<file path="src/flash_read_pkg.sv">
package flash_read_pkg;

    // ***************************************************************
    // Opcodes
    // ***************************************************************
    localparam logic [7:0] OPC_QUAD_OUT = 8'h6B;
    localparam logic [7:0] OPC_DUAL_IO  = 8'hBB;
    localparam logic [7:0] OPC_QUAD_IO  = 8'hEB;
    localparam logic [7:0] OPC_WORD_QIO = 8'hE7;

    // ***************************************************************
    // Serial clock counts per phase
    // ***************************************************************
    localparam logic [4:0] OPC_CLKS_SPI   = 5'h08;
    localparam logic [4:0] OPC_CLKS_QPI   = 5'h02;
    localparam logic [4:0] ADDR_CLKS_X1   = 5'h18;
    localparam logic [4:0] ADDR_CLKS_X2   = 5'h0C;
    localparam logic [4:0] ADDR_CLKS_X4   = 5'h06;
    localparam logic [4:0] MODE_CLKS_X2   = 5'h04;
    localparam logic [4:0] MODE_CLKS_X4   = 5'h02;
    localparam logic [4:0] DUMMY_QUAD_OUT = 5'h08;
    localparam logic [4:0] DUMMY_QIO_SPI  = 5'h04;
    localparam logic [4:0] DUMMY_WORD     = 5'h02;
    localparam logic [4:0] DUMMY_NONE     = 5'h00;

    // ***************************************************************
    // Mode bits, wrap and read parameters
    // ***************************************************************
    localparam logic [1:0] CONT_KEEP        = 2'b10;
    localparam int         WRAP_DISABLE_POS = 0;
    localparam logic [2:0] WRAP_CFG_RESET   = 3'h1;
    localparam logic [1:0] DUMMY_CFG_RESET  = 2'h0;
    localparam logic [8:0] WRAP_MIN_BYTES   = 9'h008;
    localparam logic [5:0] PIN_SYNC_RESET   = 6'h20;

    // ***************************************************************
    // Types
    // ***************************************************************
    typedef enum logic [2:0] {
        ST_IDLE, ST_OPCODE, ST_ADDR, ST_MODE, ST_DUMMY, ST_DATA, ST_IGNORE
    } phase_t;

    typedef enum logic [1:0] {
        CMD_QUAD_OUT, CMD_DUAL_IO, CMD_QUAD_IO, CMD_WORD_QIO
    } read_cmd_t;

    typedef struct packed {
        logic       csN;
        logic       sclk;
        logic [3:0] io;
    } pin_in_t;

    typedef struct packed {
        phase_t     phase;
        read_cmd_t  cmd;
        logic [4:0] cnt;
        logic [31:0] shiftIn;
        logic [23:0] addr;
        logic [7:0] shiftOut;
        logic [1:0] outIdx;
        logic [3:0] ioOut;
        logic [3:0] ioOe;
        logic       contMode;
        read_cmd_t  contCmd;
        logic [2:0] wrapCfg;
        logic [1:0] dummyCfg;
        logic       sclkPrev;
        logic       rejected;
    } engine_state_t;

    localparam engine_state_t ENGINE_RESET = '{
        phase:    ST_IDLE,
        cmd:      CMD_QUAD_OUT,
        contCmd:  CMD_QUAD_OUT,
        wrapCfg:  WRAP_CFG_RESET,
        dummyCfg: DUMMY_CFG_RESET,
        default:  '0
    };

endpackage

</file>
<file path="src/pin_sync.sv">
`timescale 1ns/1ps
module pin_sync #(
    parameter int               WIDTH     = 6,
    parameter logic [WIDTH-1:0] RESET_VAL = '0
) (
    // Clock and reset
    input  wire logic             clk,
    input  wire logic             rst_n,
    input  wire logic             ce,
    // Asynchronous inputs and their synchronised copies
    input  wire logic [WIDTH-1:0] din,
    output logic      [WIDTH-1:0] dout
);

    // ***************************************************************
    // Two flip-flops per bit
    // ***************************************************************
    genvar i;
    generate
        for (i = 0; i < WIDTH; i++) begin : g_bit
            logic firstStage;
            always_ff @(posedge clk or negedge rst_n) begin
                if (!rst_n) begin
                    firstStage <= RESET_VAL[i];
                    dout[i]    <= RESET_VAL[i];
                end else if (ce) begin
                    firstStage <= din[i];
                    dout[i]    <= firstStage;
                end
            end
        end
    endgenerate

endmodule

</file>
<file path="src/wrap_next_addr.sv">
`timescale 1ns/1ps
module wrap_next_addr (
    // Current address and wrap setting
    input  wire logic [23:0] addr,
    input  wire logic        wrapOn,
    input  wire logic [1:0]  lenSel,
    // Address of the following byte
    output logic      [23:0] nextAddr
);
    import flash_read_pkg::*;

    logic [7:0]  mask;
    logic [23:0] inc;

    // ***************************************************************
    // Increment, folding back inside the aligned section
    // ***************************************************************
    always_comb begin
        mask     = 8'((WRAP_MIN_BYTES << lenSel) - 9'h001);
        inc      = addr + 24'h000001;
        nextAddr = inc;
        if (wrapOn) begin
            nextAddr = {addr[23:8], (addr[7:0] & ~mask) | (inc[7:0] & mask)};
        end
    end

endmodule

</file>
<file path="src/multi_io_fast_read_engine.sv">
`timescale 1ns/1ps
// Function
// - Quad-output read opcode refused unless quad enable is set.
// - Quad-output read: opcode and address serial, data four bits per clock.
// - Quad-output read has eight dummy clocks after the 24-bit address.
// - Dual I/O read takes the 24 address bits two per clock.
// - Continuous-read byte follows address; its bits 5:4 steer next read.
// - Select pair 10 lets next dual I/O read start at the address.
// - Any other select pair leaves continuous mode; opcode needed next time.
// - Single-wire quad I/O read: four lines, exactly four dummy clocks.
// - Quad I/O opcode accepted only with quad enable set.
// - Quad I/O select pair 10 lets the next read skip the opcode.
// - With wrap on, quad I/O output wraps inside its aligned section.
// - Wrap setting: one disable bit and two section length bits.
// - Four-wire mode quad I/O dummy count 2/4/6/8, default 2.
// - Four-wire mode: mode byte clocks count toward the dummy clocks.
// - Opcode skipping also works in four-wire command mode.
// - Four-wire mode quad I/O read ignores the wrap setting.
// - Word quad I/O read: two dummy clocks, opcode needs quad enable.
// - Word quad I/O select pair 10 lets the next read skip the opcode.
// - Wrap disable bit low enables; length 8/16/32/64; disable resets high.
// - Address increments after each output byte while the clock runs.
module multi_io_fast_read_engine (
    // Clock, reset, enable
    input  wire logic        clk,
    input  wire logic        rst_n,
    input  wire logic        ce,
    // Serial pins
    input  wire logic        csN,
    input  wire logic        sclk,
    input  wire logic [3:0]  ioIn,
    output logic      [3:0]  ioOut,
    output logic      [3:0]  ioOe,
    // Configuration
    input  wire logic        quadEnable,
    input  wire logic        fourWireMode,
    input  wire logic        wrapLoad,
    input  wire logic [2:0]  wrapValue,
    input  wire logic        paramLoad,
    input  wire logic [1:0]  paramValue,
    // Memory array
    output logic      [23:0] memAddr,
    input  wire logic [7:0]  memData,
    // Status
    output logic             readActive,
    output logic             contModeActive,
    output logic             cmdRejected
);
    import flash_read_pkg::*;

    // ***************************************************************
    // Pin synchronisers and edges
    // ***************************************************************
    engine_state_t stateReg;
    engine_state_t stateNext;
    pin_in_t       pin;
    logic [5:0]    pinSync;
    logic          rise;
    logic          fall;
    logic [2:0]    inWidth;
    logic [31:0]   inShift;
    logic [23:0]   addrNext;
    logic          wrapActive;
    logic [4:0]    dummyNeed;
    logic [4:0]    addrClks;
    logic [4:0]    modeClks;
    logic [4:0]    opcClks;

    pin_sync #(
        .WIDTH     (6),
        .RESET_VAL (PIN_SYNC_RESET)
    ) u_pin_sync (
        .clk   (clk),
        .rst_n (rst_n),
        .ce    (ce),
        .din   ({csN, sclk, ioIn}),
        .dout  (pinSync)
    );

    assign pin  = pin_in_t'(pinSync);
    assign rise = pin.sclk & ~stateReg.sclkPrev;
    assign fall = ~pin.sclk & stateReg.sclkPrev;

    // ***************************************************************
    // Lane widths and phase lengths
    // ***************************************************************
    always_comb begin
        inWidth = 3'd1;
        if (stateReg.phase == ST_OPCODE) begin
            inWidth = fourWireMode ? 3'd4 : 3'd1;
        end else if (stateReg.cmd == CMD_DUAL_IO) begin
            inWidth = 3'd2;
        end else if (stateReg.cmd != CMD_QUAD_OUT) begin
            inWidth = 3'd4;
        end
        case (inWidth)
            3'd2:    inShift = {stateReg.shiftIn[29:0], pin.io[1:0]};
            3'd4:    inShift = {stateReg.shiftIn[27:0], pin.io};
            default: inShift = {stateReg.shiftIn[30:0], pin.io[0]};
        endcase
        opcClks  = fourWireMode ? OPC_CLKS_QPI : OPC_CLKS_SPI;
        addrClks = ADDR_CLKS_X4;
        modeClks = MODE_CLKS_X4;
        case (stateReg.cmd)
            CMD_QUAD_OUT: begin
                addrClks  = ADDR_CLKS_X1;
                dummyNeed = DUMMY_QUAD_OUT;
            end
            CMD_DUAL_IO: begin
                addrClks  = ADDR_CLKS_X2;
                modeClks  = MODE_CLKS_X2;
                dummyNeed = DUMMY_NONE;
            end
            CMD_QUAD_IO: begin
                // Mode clocks are part of the four-wire dummy total
                dummyNeed = fourWireMode ? 5'({stateReg.dummyCfg, 1'b0})
                                         : DUMMY_QIO_SPI;
            end
            default: dummyNeed = DUMMY_WORD;
        endcase
    end

    // ***************************************************************
    // Output address stepping with wrap
    // ***************************************************************
    assign wrapActive = !fourWireMode
                      && !stateReg.wrapCfg[WRAP_DISABLE_POS]
                      && (stateReg.cmd == CMD_QUAD_IO
                       || stateReg.cmd == CMD_WORD_QIO);

    wrap_next_addr u_wrap_next_addr (
        .addr     (stateReg.addr),
        .wrapOn   (wrapActive),
        .lenSel   (stateReg.wrapCfg[2:1]),
        .nextAddr (addrNext)
    );

    // ***************************************************************
    // Command sequencer
    // ***************************************************************
    always_comb begin
        logic [7:0] opc;
        logic [7:0] outByte;
        opc      = inShift[7:0];
        outByte  = stateReg.shiftOut;
        stateNext          = stateReg;
        stateNext.rejected = 1'b0;
        stateNext.sclkPrev = pin.sclk;
        if (wrapLoad) begin
            stateNext.wrapCfg = wrapValue;
        end
        if (paramLoad) begin
            stateNext.dummyCfg = paramValue;
        end
        if (pin.csN) begin
            stateNext.phase  = ST_IDLE;
            stateNext.ioOe   = 4'h0;
            stateNext.ioOut  = 4'h0;
            stateNext.cnt    = 5'h00;
            stateNext.outIdx = 2'h0;
        end else begin
            case (stateReg.phase)
                ST_IDLE: begin
                    stateNext.cnt = 5'h00;
                    if (stateReg.contMode) begin
                        stateNext.phase = ST_ADDR;
                        stateNext.cmd   = stateReg.contCmd;
                    end else begin
                        stateNext.phase = ST_OPCODE;
                    end
                end
                ST_OPCODE: if (rise) begin
                    stateNext.shiftIn = inShift;
                    stateNext.cnt     = stateReg.cnt + 5'h01;
                    if (stateReg.cnt == opcClks - 5'h01) begin
                        stateNext.cnt   = 5'h00;
                        stateNext.phase = ST_ADDR;
                        if (opc == OPC_QUAD_OUT && !fourWireMode) begin
                            stateNext.cmd = CMD_QUAD_OUT;
                            if (!quadEnable) begin
                                stateNext.phase    = ST_IGNORE;
                                stateNext.rejected = 1'b1;
                            end
                        end else if (opc == OPC_DUAL_IO && !fourWireMode) begin
                            stateNext.cmd = CMD_DUAL_IO;
                        end else if (opc == OPC_QUAD_IO
                            || (opc == OPC_WORD_QIO && !fourWireMode)) begin
                            stateNext.cmd = (opc == OPC_QUAD_IO) ? CMD_QUAD_IO
                                          : CMD_WORD_QIO;
                            if (!quadEnable) begin
                                stateNext.phase    = ST_IGNORE;
                                stateNext.rejected = 1'b1;
                            end
                        end else begin
                            stateNext.phase = ST_IGNORE;
                        end
                    end
                end
                ST_ADDR: if (rise) begin
                    stateNext.shiftIn = inShift;
                    stateNext.cnt     = stateReg.cnt + 5'h01;
                    if (stateReg.cnt == addrClks - 5'h01) begin
                        stateNext.cnt  = 5'h00;
                        stateNext.addr = inShift[23:0];
                        stateNext.phase = (stateReg.cmd == CMD_QUAD_OUT)
                                        ? ST_DUMMY : ST_MODE;
                    end
                end
                ST_MODE: if (rise) begin
                    stateNext.shiftIn = inShift;
                    stateNext.cnt     = stateReg.cnt + 5'h01;
                    if (stateReg.cnt == modeClks - 5'h01) begin
                        stateNext.cnt = 5'h00;
                        stateNext.contMode =
                            (inShift[5:4] == CONT_KEEP);
                        stateNext.contCmd  = stateReg.cmd;
                        stateNext.outIdx   = 2'h0;
                        stateNext.phase    = (dummyNeed == DUMMY_NONE)
                                           ? ST_DATA : ST_DUMMY;
                    end
                end
                ST_DUMMY: if (rise) begin
                    // IO values during dummy clocks are not looked at
                    stateNext.cnt = stateReg.cnt + 5'h01;
                    if (stateReg.cnt == dummyNeed - 5'h01) begin
                        stateNext.cnt    = 5'h00;
                        stateNext.outIdx = 2'h0;
                        stateNext.phase  = ST_DATA;
                    end
                end
                ST_DATA: if (fall) begin
                    if (stateReg.outIdx == 2'h0) begin
                        outByte        = memData;
                        stateNext.addr = addrNext;
                    end
                    if (stateReg.cmd == CMD_DUAL_IO) begin
                        stateNext.ioOe     = 4'h3;
                        stateNext.ioOut    = {2'b00, outByte[7:6]};
                        stateNext.shiftOut = {outByte[5:0], 2'b00};
                        stateNext.outIdx   = stateReg.outIdx + 2'h1;
                    end else begin
                        stateNext.ioOe     = 4'hF;
                        stateNext.ioOut    = outByte[7:4];
                        stateNext.shiftOut = {outByte[3:0], 4'h0};
                        stateNext.outIdx   = {1'b0, ~stateReg.outIdx[0]};
                    end
                end
                ST_IGNORE: stateNext.ioOe = 4'h0;
                default:   stateNext.phase = ST_IDLE;
            endcase
        end
    end

    always_ff @(posedge clk or negedge rst_n) begin
        if (!rst_n) begin
            stateReg <= ENGINE_RESET;
        end else if (ce) begin
            stateReg <= stateNext;
        end
    end

    // ***************************************************************
    // Outputs
    // ***************************************************************
    assign ioOut          = stateReg.ioOut;
    assign ioOe           = stateReg.ioOe;
    assign memAddr        = stateReg.addr;
    assign readActive     = (stateReg.phase != ST_IDLE)
                         && (stateReg.phase != ST_IGNORE);
    assign contModeActive = stateReg.contMode;
    assign cmdRejected    = stateReg.rejected;

    // ***************************************************************
    // Checks
    // ***************************************************************
    logic [4:0] dummyRises;

    always_ff @(posedge clk or negedge rst_n) begin
        if (!rst_n) begin
            dummyRises <= 5'h00;
        end else if (ce) begin
            if (stateReg.phase != ST_DUMMY || pin.csN) begin
                dummyRises <= 5'h00;
            end else if (rise) begin
                dummyRises <= dummyRises + 5'h01;
            end
        end
    end
endmodule

</file>
<file path="config.mk">
export PLATFORM = sky130hd
export DESIGN_NAME = multi_io_fast_read_engine
export DESIGN_NICKNAME = d
export VERILOG_FILES = /design/src/flash_read_pkg.sv /design/src/pin_sync.sv /design/src/wrap_next_addr.sv /design/src/multi_io_fast_read_engine.sv
export SDC_FILE = /design/constraint.sdc
export NUM_CORES = 1
export LEC_CHECK = 0
export BUFFER_PORTS_ARGS = -buffer_cell sky130_fd_sc_hd__buf_2
export CAP_MARGIN = 20
export CORE_MARGIN = 1
export CORE_UTILIZATION = 35
export CTS_CLUSTER_DIAMETER = 30
export DETAILED_ROUTE_END_ITERATION = 10
export GPL_ROUTABILITY_DRIVEN = 0
export SLEW_MARGIN = 20
export SYNTH_ARGS = -nofsm -noshare
export SYNTH_HDL_FRONTEND = slang
export SYNTH_SLANG_ARGS = --single-unit
</file>
<file path="constraint.sdc">
create_clock -name clk -period 2.8 [get_ports clk]
set_input_delay 0.56 -clock clk [delete_from_list [all_inputs] [get_ports clk]]
set_output_delay 0.56 -clock clk [all_outputs]
set_load 0.03 [all_outputs]
</file>
==> results.txt, run 1 <==
The run finished, with violations left. The checks that failed: setup timing. Across all hold checks on the routed design, the worst slack comes to 0.266 ns. The remaining design rule violation count is 0. Of the total power, the share spent switching nets is 37.4%. The pin count of the biggest net entering global routing is 56.

The number of buffers inserted by port buffering is 60. The first-pass detailed-route iteration total is 8. The min-delay analysis places its worst path in the category in -> async. Summing the sequential cell areas from Yosys gives 40.1% of the chip area. The design area came out at 0.00681 sq mm. The maximum number of buffers from clock root to sink came out at 2. Global routing used 19.5% of the available tracks across all layers. The repair_antennas step left the layout with diodes totalling 0.

The tool flagged a number of max-cap violations equal to 0. Summing over every cut layer, the via total after detailed routing is 5331. The count of placed standard cells in the final layout, fillers left out came out at 922. The worst setup skew after layout is 0.00646 ns.

The clock drives 93 sinks. The DRC violation total after the first TritonRoute iteration is 389. The area growth from synthesis to layout is 17.1%.

Setup repair after global routing could not meet its margin everywhere. During I/O placement, the number of pins put on the boundary was 61. The cell area after technology mapping came out at 0.00582 sq mm. In this run the number of H-tree levels came out at 3. The die area is 0.0171 sq mm.

For this run, the post-layout net count is 733. After synthesis, the cell types taking the most area are sky130_fd_sc_hd__dfrtp_1 39%, sky130_fd_sc_hd__o21ai_0 5.7%, sky130_fd_sc_hd__mux2_2 4.8%. In the synthesized netlist the async set-or-reset flop fraction comes to 100%. STA classifies the critical path endpoint as a flip-flop.

The cell area power density came out at 713 mW/mm^2. The relative contribution of the clock network to total power came out at 25.9%. The total instance count after detailed placement came out at 902. The cell type with the largest total area after synthesis is sky130_fd_sc_hd__dfrtp_1. The post-CTS clock slew at the launch and capture registers of the worst setup and hold paths came out at 0.07 ns.

The number of global-route vias before repair is 5141. The combinational group share of total power came out at 37.5%. The register bit count reported by yosys is 93.

The worst setup slack after placement is -0.158 ns. The final HPWL from detailed placement came out at 11600 um. The distinct cell type count after synthesis came out at 70. The actual slew at the worst max-slew pin is 0.748 ns. After layout, the minimum clock period comes to 2.89 ns. The via-per-instance ratio came out at 5.78.

The normalized max-slew margin is 50.1%. Summed over all cells, the static leakage comes to 3.04 nW. The reported net switching power came out at 1.82 mW.

Sorting the synthesized cells by how often they occur yields 90 x sky130_fd_sc_hd__dfrtp_1, 66 x sky130_fd_sc_hd__o21ai_0, 62 x sky130_fd_sc_hd__nand2_1. The initial standard-cell utilization of the core is 36.2%. The share of the core filled with cells in the final layout came out at 42.4%. The cell with the most instances after synthesis is sky130_fd_sc_hd__dfrtp_1. Data on the critical path arrives at its endpoint at 3.12 ns.

The critical path in this run is classified as reg -> reg. The net count of the mapped netlist came out at 683. The die extent in x is 131 um.

The total core area came out at 0.0161 sq mm. The mean area per synthesized cell is 8.93 sq um. The fraction of final layout cells sized beyond drive strength 1 is 25.8%.

The clock network latency to the later pin of the worst-skew pair came out at 0.35 ns. For this run, the leading register cell type out of synthesis is sky130_fd_sc_hd__dfrtp_1. Summed over all layers, the global routing overflow is 0. The Yosys step of the flow raised 0 warnings.

The number of buffers inserted during clock tree synthesis is 9. The root buffer cell chosen for the clock tree is sky130_fd_sc_hd__clkbuf_16. The count of endpoints failing setup in the final report came out at 3. The portion of the clock cycle consumed by the worst path in the final layout is 103%. STA puts the critical path data required time at 3.03 ns. Of all nets on the critical path, the largest fanout is 4. The internal power component came out at 3.04 mW. The detailed-route wire length per cell is 17.1 um. The count of nets left with antenna violations once routing finished came out at 0. The share of Yosys cell area claimed by the top area cell type is 38.7%. The count of final max-slew check failures is 0.

The number of antenna violations at the first check in global routing is 0. The final hold violation count is 0. The number of synthesized flops with an enable pin is 0.

The maximum VDD drop is 0.000506 V. The share of total power in sequential cells is 36.6%. The first global-routing pass estimated 26000 um of wire. The placed instances occupy a cell area of 0.00639 sq mm.

The chip height is 131 um. The clock tree from TritonCTS is built. The total wire length is 15800 um. The count of mapped cells out of synthesis is 651. The number of core rows came out at 46. For this design, the CTS-stage hold fixing added 0 buffers. STA classifies the critical path startpoint as a flip-flop. The fmax came out at 346 MHz. The post-route worst setup slack is -0.0901 ns.
-- area by class of cell --
class                           instances  area (sq um)
Multi-Input combinational cell        459          3070
Fill cell                            1571          9250
Timing Repair Buffer                  115           748
Tap cell                              216           270
Sequential cell                        93          2330
Inverter                               23          86.3
Clock buffer                           11           243
Clock inverter                          5          58.8
-- what timing repair did --
| item | in CTS | in global routing |
|---|---|---|
| setup buffers | 3 | 1 |
| setup endpoints to repair | 3 | 11 |
| pin swaps | 6 | 6 |
| gates resized for setup | 11 | 5 |
-- routing by layer --
metal / vias to the layer above / global-route usage (%) / wire length, um
met4: 0 / 6.96 / 309
met3: 26 / 4.60 / 910
met2: 187 / 32.6 / 7690
li1: 2496 / - / -
met5: - / 0 / 0
met1: 2622 / 24.4 / 6890
-- registers in the layout, indices dropped and copies added (netlist names) --
register and cells:
memAddr 24, ioOut 4, cmdRejected 1, u_pin_sync.dout 6, contModeActive 1, u_pin_sync.g_bit.firstStage 6, ioOe 2, stateReg 49
-- metrics by stage --
stage | TNS (ns) | power (mW)
2_1_floorplan | 0 | 2.87
3_3_place_gp | -0.00922 | 3.43
3_5_place_dp | -0.294 | 3.47
4_1_cts | -0.0522 | 4.84
5_1_grt | -0.510 | 5.13
6_report | -0.186 | 4.85
-- critical path, stage by stage, from the launching register on --
cell and delay [ns]:
sky130_fd_sc_hd__dfrtp_1 0.41, sky130_fd_sc_hd__buf_6 0.14, sky130_fd_sc_hd__nor3b_4 0.20, sky130_fd_sc_hd__mux2_4 0.36, sky130_fd_sc_hd__a222oi_1 0.42, sky130_fd_sc_hd__buf_4 0.21, sky130_fd_sc_hd__nand4b_1 0.23, sky130_fd_sc_hd__a211oi_4 0.35
sky130_fd_sc_hd__o311ai_4 0.12, sky130_fd_sc_hd__mux2_4 0.33
-- path summary, 6_finish.rpt --
check                                    from            to  slack, ns  depth (start not counted)
worst min-delay path                    rst_n   memAddr[19]       0.27                          1
worst min register to register        ioOe[1]       ioOe[1]       0.50                          1
max in group asynchronous               rst_n  stateReg[89]       1.82                          2
worst max-delay path             stateReg[93]  stateReg[89]      -0.09                          9
worst max register to register   stateReg[93]  stateReg[89]      -0.09                          9
min in group clk                paramValue[1]   stateReg[3]       0.44                          2
-- layout by cell type (no fill, tap or decap), types with 7 or more instances in the layout --
cell type                   instances
sky130_fd_sc_hd__dfrtp_1           88
sky130_fd_sc_hd__mux2_2            24
sky130_fd_sc_hd__nor2_1            57
sky130_fd_sc_hd__buf_2             59
sky130_fd_sc_hd__and3_1            11
sky130_fd_sc_hd__o21ai_0           66
sky130_fd_sc_hd__a21oi_1           27
sky130_fd_sc_hd__nand2_1           62
sky130_fd_sc_hd__o32ai_1            8
sky130_fd_sc_hd__inv_1             23
sky130_fd_sc_hd__a222oi_1          18
sky130_fd_sc_hd__nor3_1            15
sky130_fd_sc_hd__buf_4             52
sky130_fd_sc_hd__a211oi_1           7
sky130_fd_sc_hd__nand3_1           10
sky130_fd_sc_hd__mux2i_1            7
sky130_fd_sc_hd__clkbuf_16          9
sky130_fd_sc_hd__nand4_1            7
sky130_fd_sc_hd__nor2b_1            7
sky130_fd_sc_hd__a22o_1             8
sky130_fd_sc_hd__a31oi_1           12
-- cell families after synthesis --
logic type | Yosys count | synth area share [%]
compound gates | 206 | 24.7
simple gates | 206 | 17.3
buf+inv | 99 | 8.67
flops | 93 | 40.1
mux | 35 | 7.08
xor+xnor | 6 | 0.904
fa+ha+maj | 6 | 1.29
-- power groups by stage --
stage          clock (mW)  sequential, mW  combinational [mW]
2_1_floorplan           0            1.70                1.17
3_5_place_dp            0            1.79                1.68
5_1_grt              1.35            1.80                1.98
4_1_cts              1.30            1.77                1.77
3_3_place_gp            0            1.78                1.65
6_report             1.26            1.78                1.82
Note: power is estimated with default switching activity, not from simulation.
==> run 2: changes to the inputs <==
--- a/config.mk
+++ b/config.mk
@@ -15,4 +15,5 @@
 export SLEW_MARGIN = 20
 export SYNTH_ARGS = -nofsm -noshare
 export SYNTH_HDL_FRONTEND = slang
+export SYNTH_HIERARCHICAL = 1
 export SYNTH_SLANG_ARGS = --single-unit
==> results.txt, run 2 <==
The type of the setup path with the least slack is reg -> reg (unchanged). The overall global routing resource usage is 18.1% (was 19.5%). The cell family with the largest share of critical-path delay is simple AND/OR/NAND/NOR gates (was compound AO/OA/AOI/OAI gates). The cell area power density is 1100 mW/mm^2 (was 713 mW/mm^2). The count of mapped cells out of synthesis is 622 (was 651). The critical register-to-register path startpoint is stateReg[93] (unchanged). The overall via count from detail_route is 4939 (was 5331). The worst path arrival time is 3.08 ns (was 3.12 ns). Violated checks: setup timing (unchanged). The maximum VDD drop came to 0.000503 V (was 0.000506 V).

The maximum net fanout on the critical path came out at 8 (was 4). The prevailing post-synth register cell is sky130_fd_sc_hd__dfrtp_1 (unchanged). The cell type with the largest total area after synthesis is sky130_fd_sc_hd__dfrtp_1 (unchanged). The final HPWL from detailed placement is 10700 um (was 11600 um). The DRC violation total after the first TritonRoute iteration is 351 (was 389).

The detailed-route wire length per cell was 16.3 um (was 17.1 um). The kind of start point of the critical path is a flip-flop (unchanged). The die extent in x came out at 130 um (was 131 um). The post-CTS clock slew at the launch and capture registers of the worst setup and hold paths came out at 0.07 ns (about the same). The number of antenna repair diodes is 0 (unchanged). The number of global-route vias before repair is 4753 (was 5141). The register bit count reported by yosys came out at 93 (unchanged).

RSZ-0062 raised after global routing: true (unchanged). The total congestion overflow after global routing came out at 0 (unchanged). The portion of the clock cycle consumed by the worst path in the final layout came out at 102% (was 103%). The count of fill cells added during filler insertion was 1573 (was 1571). The number of hold buffers added after CTS came out at 0 (unchanged). The number of I/O pins came out at 61 (unchanged). The buffer type at the clock tree root is sky130_fd_sc_hd__clkbuf_16 (unchanged).

The number of nets at the end of the flow came to 710 (was 733). The register containing the most flip-flops in the final layout is stateReg (unchanged). The normalized max-slew margin came out at 55.6% (was 50.1%). The fmax came out at 352 MHz (was 346 MHz). The final-layout worst hold slack is 0.234 ns (was 0.266 ns).

Cell breakdown of the critical path: or3b_4 > buf_4 > and3_1 > a221o_1 > nor4_4 > o21ai_2 > a2111oi_4 > mux2_4 (was buf_6 > nor3b_4 > mux2_4 > a222oi_1 > buf_4 > nand4b_1 > a211oi_4 > o311ai_4 > mux2_4). The net count of the mapped netlist came out at 653 (was 683). The first-pass detailed-route iteration total was 8 (unchanged).

Top cells by area, synth: sky130_fd_sc_hd__dfrtp_1 39%, sky130_fd_sc_hd__a21oi_1 7.1%, sky130_fd_sc_hd__nor2_1 5.5% (was sky130_fd_sc_hd__dfrtp_1 39%, sky130_fd_sc_hd__o21ai_0 5.7%, sky130_fd_sc_hd__mux2_2 4.8%). The distinct cell type count after synthesis came out at 71 (was 70). The placed standard-cell area was 0.00632 sq mm (was 0.00639 sq mm). The slowest library cell on the worst path is sky130_fd_sc_hd__or3b_4 (was sky130_fd_sc_hd__a222oi_1). The remaining design rule violation count came out at 0 (unchanged). The count of synthesis-stage warnings from yosys is 6 (was 0). The total core area is 0.0160 sq mm (was 0.0161 sq mm). The number of flip-flops in the largest register came out at 49 (unchanged). The max-cap check violation count is 0 (unchanged). The cell with the most instances after synthesis was sky130_fd_sc_hd__dfrtp_1 (unchanged). The slack of the worst reg-to-reg path came to -0.04 ns (was -0.09 ns). The area growth from synthesis to layout came out at 17.8% (was 17.1%).

The stage delay of the slowest cell on the critical path is 0.44 ns (was 0.42 ns). The share of Yosys cell area claimed by the top area cell type came to 39.0% (was 38.7%). The deepest level of the CTS H-tree came to 3 (unchanged).

The pin count of the biggest net entering global routing is 49 (was 56). The number of core rows is 46 (unchanged). The clock network latency to the later pin of the worst-skew pair came out at 0.35 ns (about the same). The via-per-instance ratio is 5.49 (was 5.78).

The number of cells on the critical path came out at 8 (was 9). The required time at the endpoint of the critical path is 3.03 ns (about the same). The count of endpoints failing setup in the final report came out at 2 (was 3). The clock tree from TritonCTS is built (unchanged). The clock period minus final worst setup slack came out at 2.84 ns (was 2.89 ns). The number of buffers inserted by port buffering is 60 (unchanged). The number of buffers inserted during clock tree synthesis is 9 (unchanged). The design area is 0.00680 sq mm (was 0.00681 sq mm). The sequential cell area fraction in the yosys report is 40.4% (was 40.1%). The count of nets left with antenna violations after detail routing came out at 0 (unchanged). The initial standard-cell utilization of the core came out at 36.1% (was 36.2%). The mean area per synthesized cell came out at 9.29 sq um (was 8.93 sq um). The actual slew at the worst max-slew pin was 0.659 ns (was 0.748 ns). Most used cells in the layout excluding fill and tap cells: 88 x sky130_fd_sc_hd__dfrtp_1, 84 x sky130_fd_sc_hd__nor2_1, 82 x sky130_fd_sc_hd__a21oi_1 (was 88 x sky130_fd_sc_hd__dfrtp_1, 66 x sky130_fd_sc_hd__o21ai_0, 62 x sky130_fd_sc_hd__nand2_1). The kind of end point of the critical path is a flip-flop (unchanged). The total instance count after detailed placement is 873 (was 902). The die area came out at 0.0170 sq mm (was 0.0171 sq mm). The maximum number of buffers from clock root to sink came out at 2 (unchanged). The cell leakage power came out at 2.98 nW (was 3.04 nW).

Ranking of synthesized cells by instance count: 90 x sky130_fd_sc_hd__dfrtp_1, 84 x sky130_fd_sc_hd__nor2_1, 82 x sky130_fd_sc_hd__a21oi_1 (was 90 x sky130_fd_sc_hd__dfrtp_1, 66 x sky130_fd_sc_hd__o21ai_0, 62 x sky130_fd_sc_hd__nand2_1). The share of flip-flops with an asynchronous set or reset after synthesis is 100% (unchanged). The global-route wire length before repair is 24300 um (was 26000 um).

The count of placed standard cells in the final layout, fillers left out is 900 (was 922). The final hold violation count was 0 (unchanged). The fraction of final layout cells sized beyond drive strength 1 came out at 28.2% (was 25.8%). The logic depth of the worst register-to-register path is 8 (was 9).

The cell area after technology mapping came out at 0.00578 sq mm (was 0.00582 sq mm). The number of synthesized flops with an enable pin was 0 (unchanged). The worst setup skew after layout came out at 0.0114 ns (was 0.00646 ns).

The endpoint of the most critical register-to-register path was stateReg[90] (was stateReg[89]). The number of buffer and inverter instances along the worst setup path came to 1 (was 2). The number of antenna violations at the first check in global routing is 0 (unchanged).

The class of the tightest hold or removal check is in -> async (unchanged). The total wire length came out at 14700 um (was 15800 um). The chip height is 130 um (was 131 um). Outcome: finished, violations left (unchanged). The count of final max-slew check failures came out at 0 (unchanged). The most common cell after layout, fill and taps aside is sky130_fd_sc_hd__dfrtp_1 (unchanged). The TritonCTS sink count came to 93 (unchanged). The post-route worst setup slack came out at -0.0445 ns (was -0.0901 ns).
==> run 2: changes by cell type after synthesis, moves of 7 or more <==
cell,change
sky130_fd_sc_hd__a21oi_1,+55
sky130_fd_sc_hd__a22o_1,-7
sky130_fd_sc_hd__a31oi_1,-9
sky130_fd_sc_hd__mux2_2,-10
sky130_fd_sc_hd__mux2_4,+10
sky130_fd_sc_hd__nand2_1,-24
sky130_fd_sc_hd__nand2b_1,+8
sky130_fd_sc_hd__nor2_1,+27
sky130_fd_sc_hd__o21ai_0,-51
sky130_fd_sc_hd__xnor2_1,+19
==> run 2: stage by stage <==
stage                     setup WS [ns]  utilization (%)  TNS [ns]  power, mW
after floorplan                  -0.138                -    -0.277       4.94
after global placement          -0.0971             39.5    -0.205       5.74
after detailed placement         -0.116             39.5    -0.299       5.82
after CTS                       -0.0144             42.1   -0.0144       7.37
after global routing             -0.157             42.5    -0.422       8.00
final                           -0.0445             42.5   -0.0708       7.47
==> run 2: worst max path at each step <==
stage,startpoint,end,slack [ns]
2_1_floorplan,stateReg[93],stateReg[90],-0.14
6_report,stateReg[93],stateReg[90],-0.04
3_5_place_dp,fourWireMode,stateReg[92],-0.12
3_3_place_gp,fourWireMode,stateReg[90],-0.1
4_1_cts,stateReg[93],stateReg[90],-0.01
5_1_grt,stateReg[93],stateReg[90],-0.16
==> run 2: area by class of cell <==
cell class | count | area [sq um] | share of cell area, %
multi-input combinational | 443 | 3040 | 44.7
clock buffer | 9 | 225 | 3.31
tap | 216 | 270 | 3.97
sequential | 93 | 2330 | 34.3
timing repair buffer | 115 | 748 | 11.0
inverter | 17 | 63.8 | 0.938
clock inverter | 7 | 123 | 1.80
==> run 2: per-layer routing <==
metal / GRT usage, % / part of all wire (%) / vias up / routed length (um)
li1: - / - / 2334 / -
met5: 0 / 0 / - / 0
met3: 2.85 / 5.4 / 34 / 800
met2: 27.4 / 46 / 165 / 6800
met1: 25.8 / 46 / 2406 / 6700
met4: 7.71 / 2.8 / 0 / 408
==> run 2: where the power goes <==
group | leakage, nW | switching (mW) | total [mW] | internal, mW
Clock | 0.162 | 0.548 | 1.42 | 0.877
Combinational | 1.67 | 2.11 | 3.69 | 1.58
Sequential | 1.15 | 0.583 | 2.35 | 1.77
Total | 2.98 | 3.24 | 7.47 | 4.23
==> run 2: logic make-up (layout without fill, tap and decap cells) <==
kind of cell / count (synthesis) / count (layout) / share of synthesized area (%)
fa+ha+maj: 5 / 5 / 1.08
flops: 93 / 93 / 40.4
xor+xnor: 27 / 27 / 4.09
buf+inv: 86 / 148 / 8.19
simple gates: 209 / 209 / 18.5
compound gates: 162 / 162 / 18.5
mux: 40 / 40 / 9.29
==> run 2: timing repair <==
| action | 4_1_cts | 5_1_grt |
|---|---|---|
| endpoints found under the setup margin | 2 | 8 |
| resized for setup | 5 | 6 |
| pin swaps | 6 | 4 |
| setup buffers | 5 | 6 |
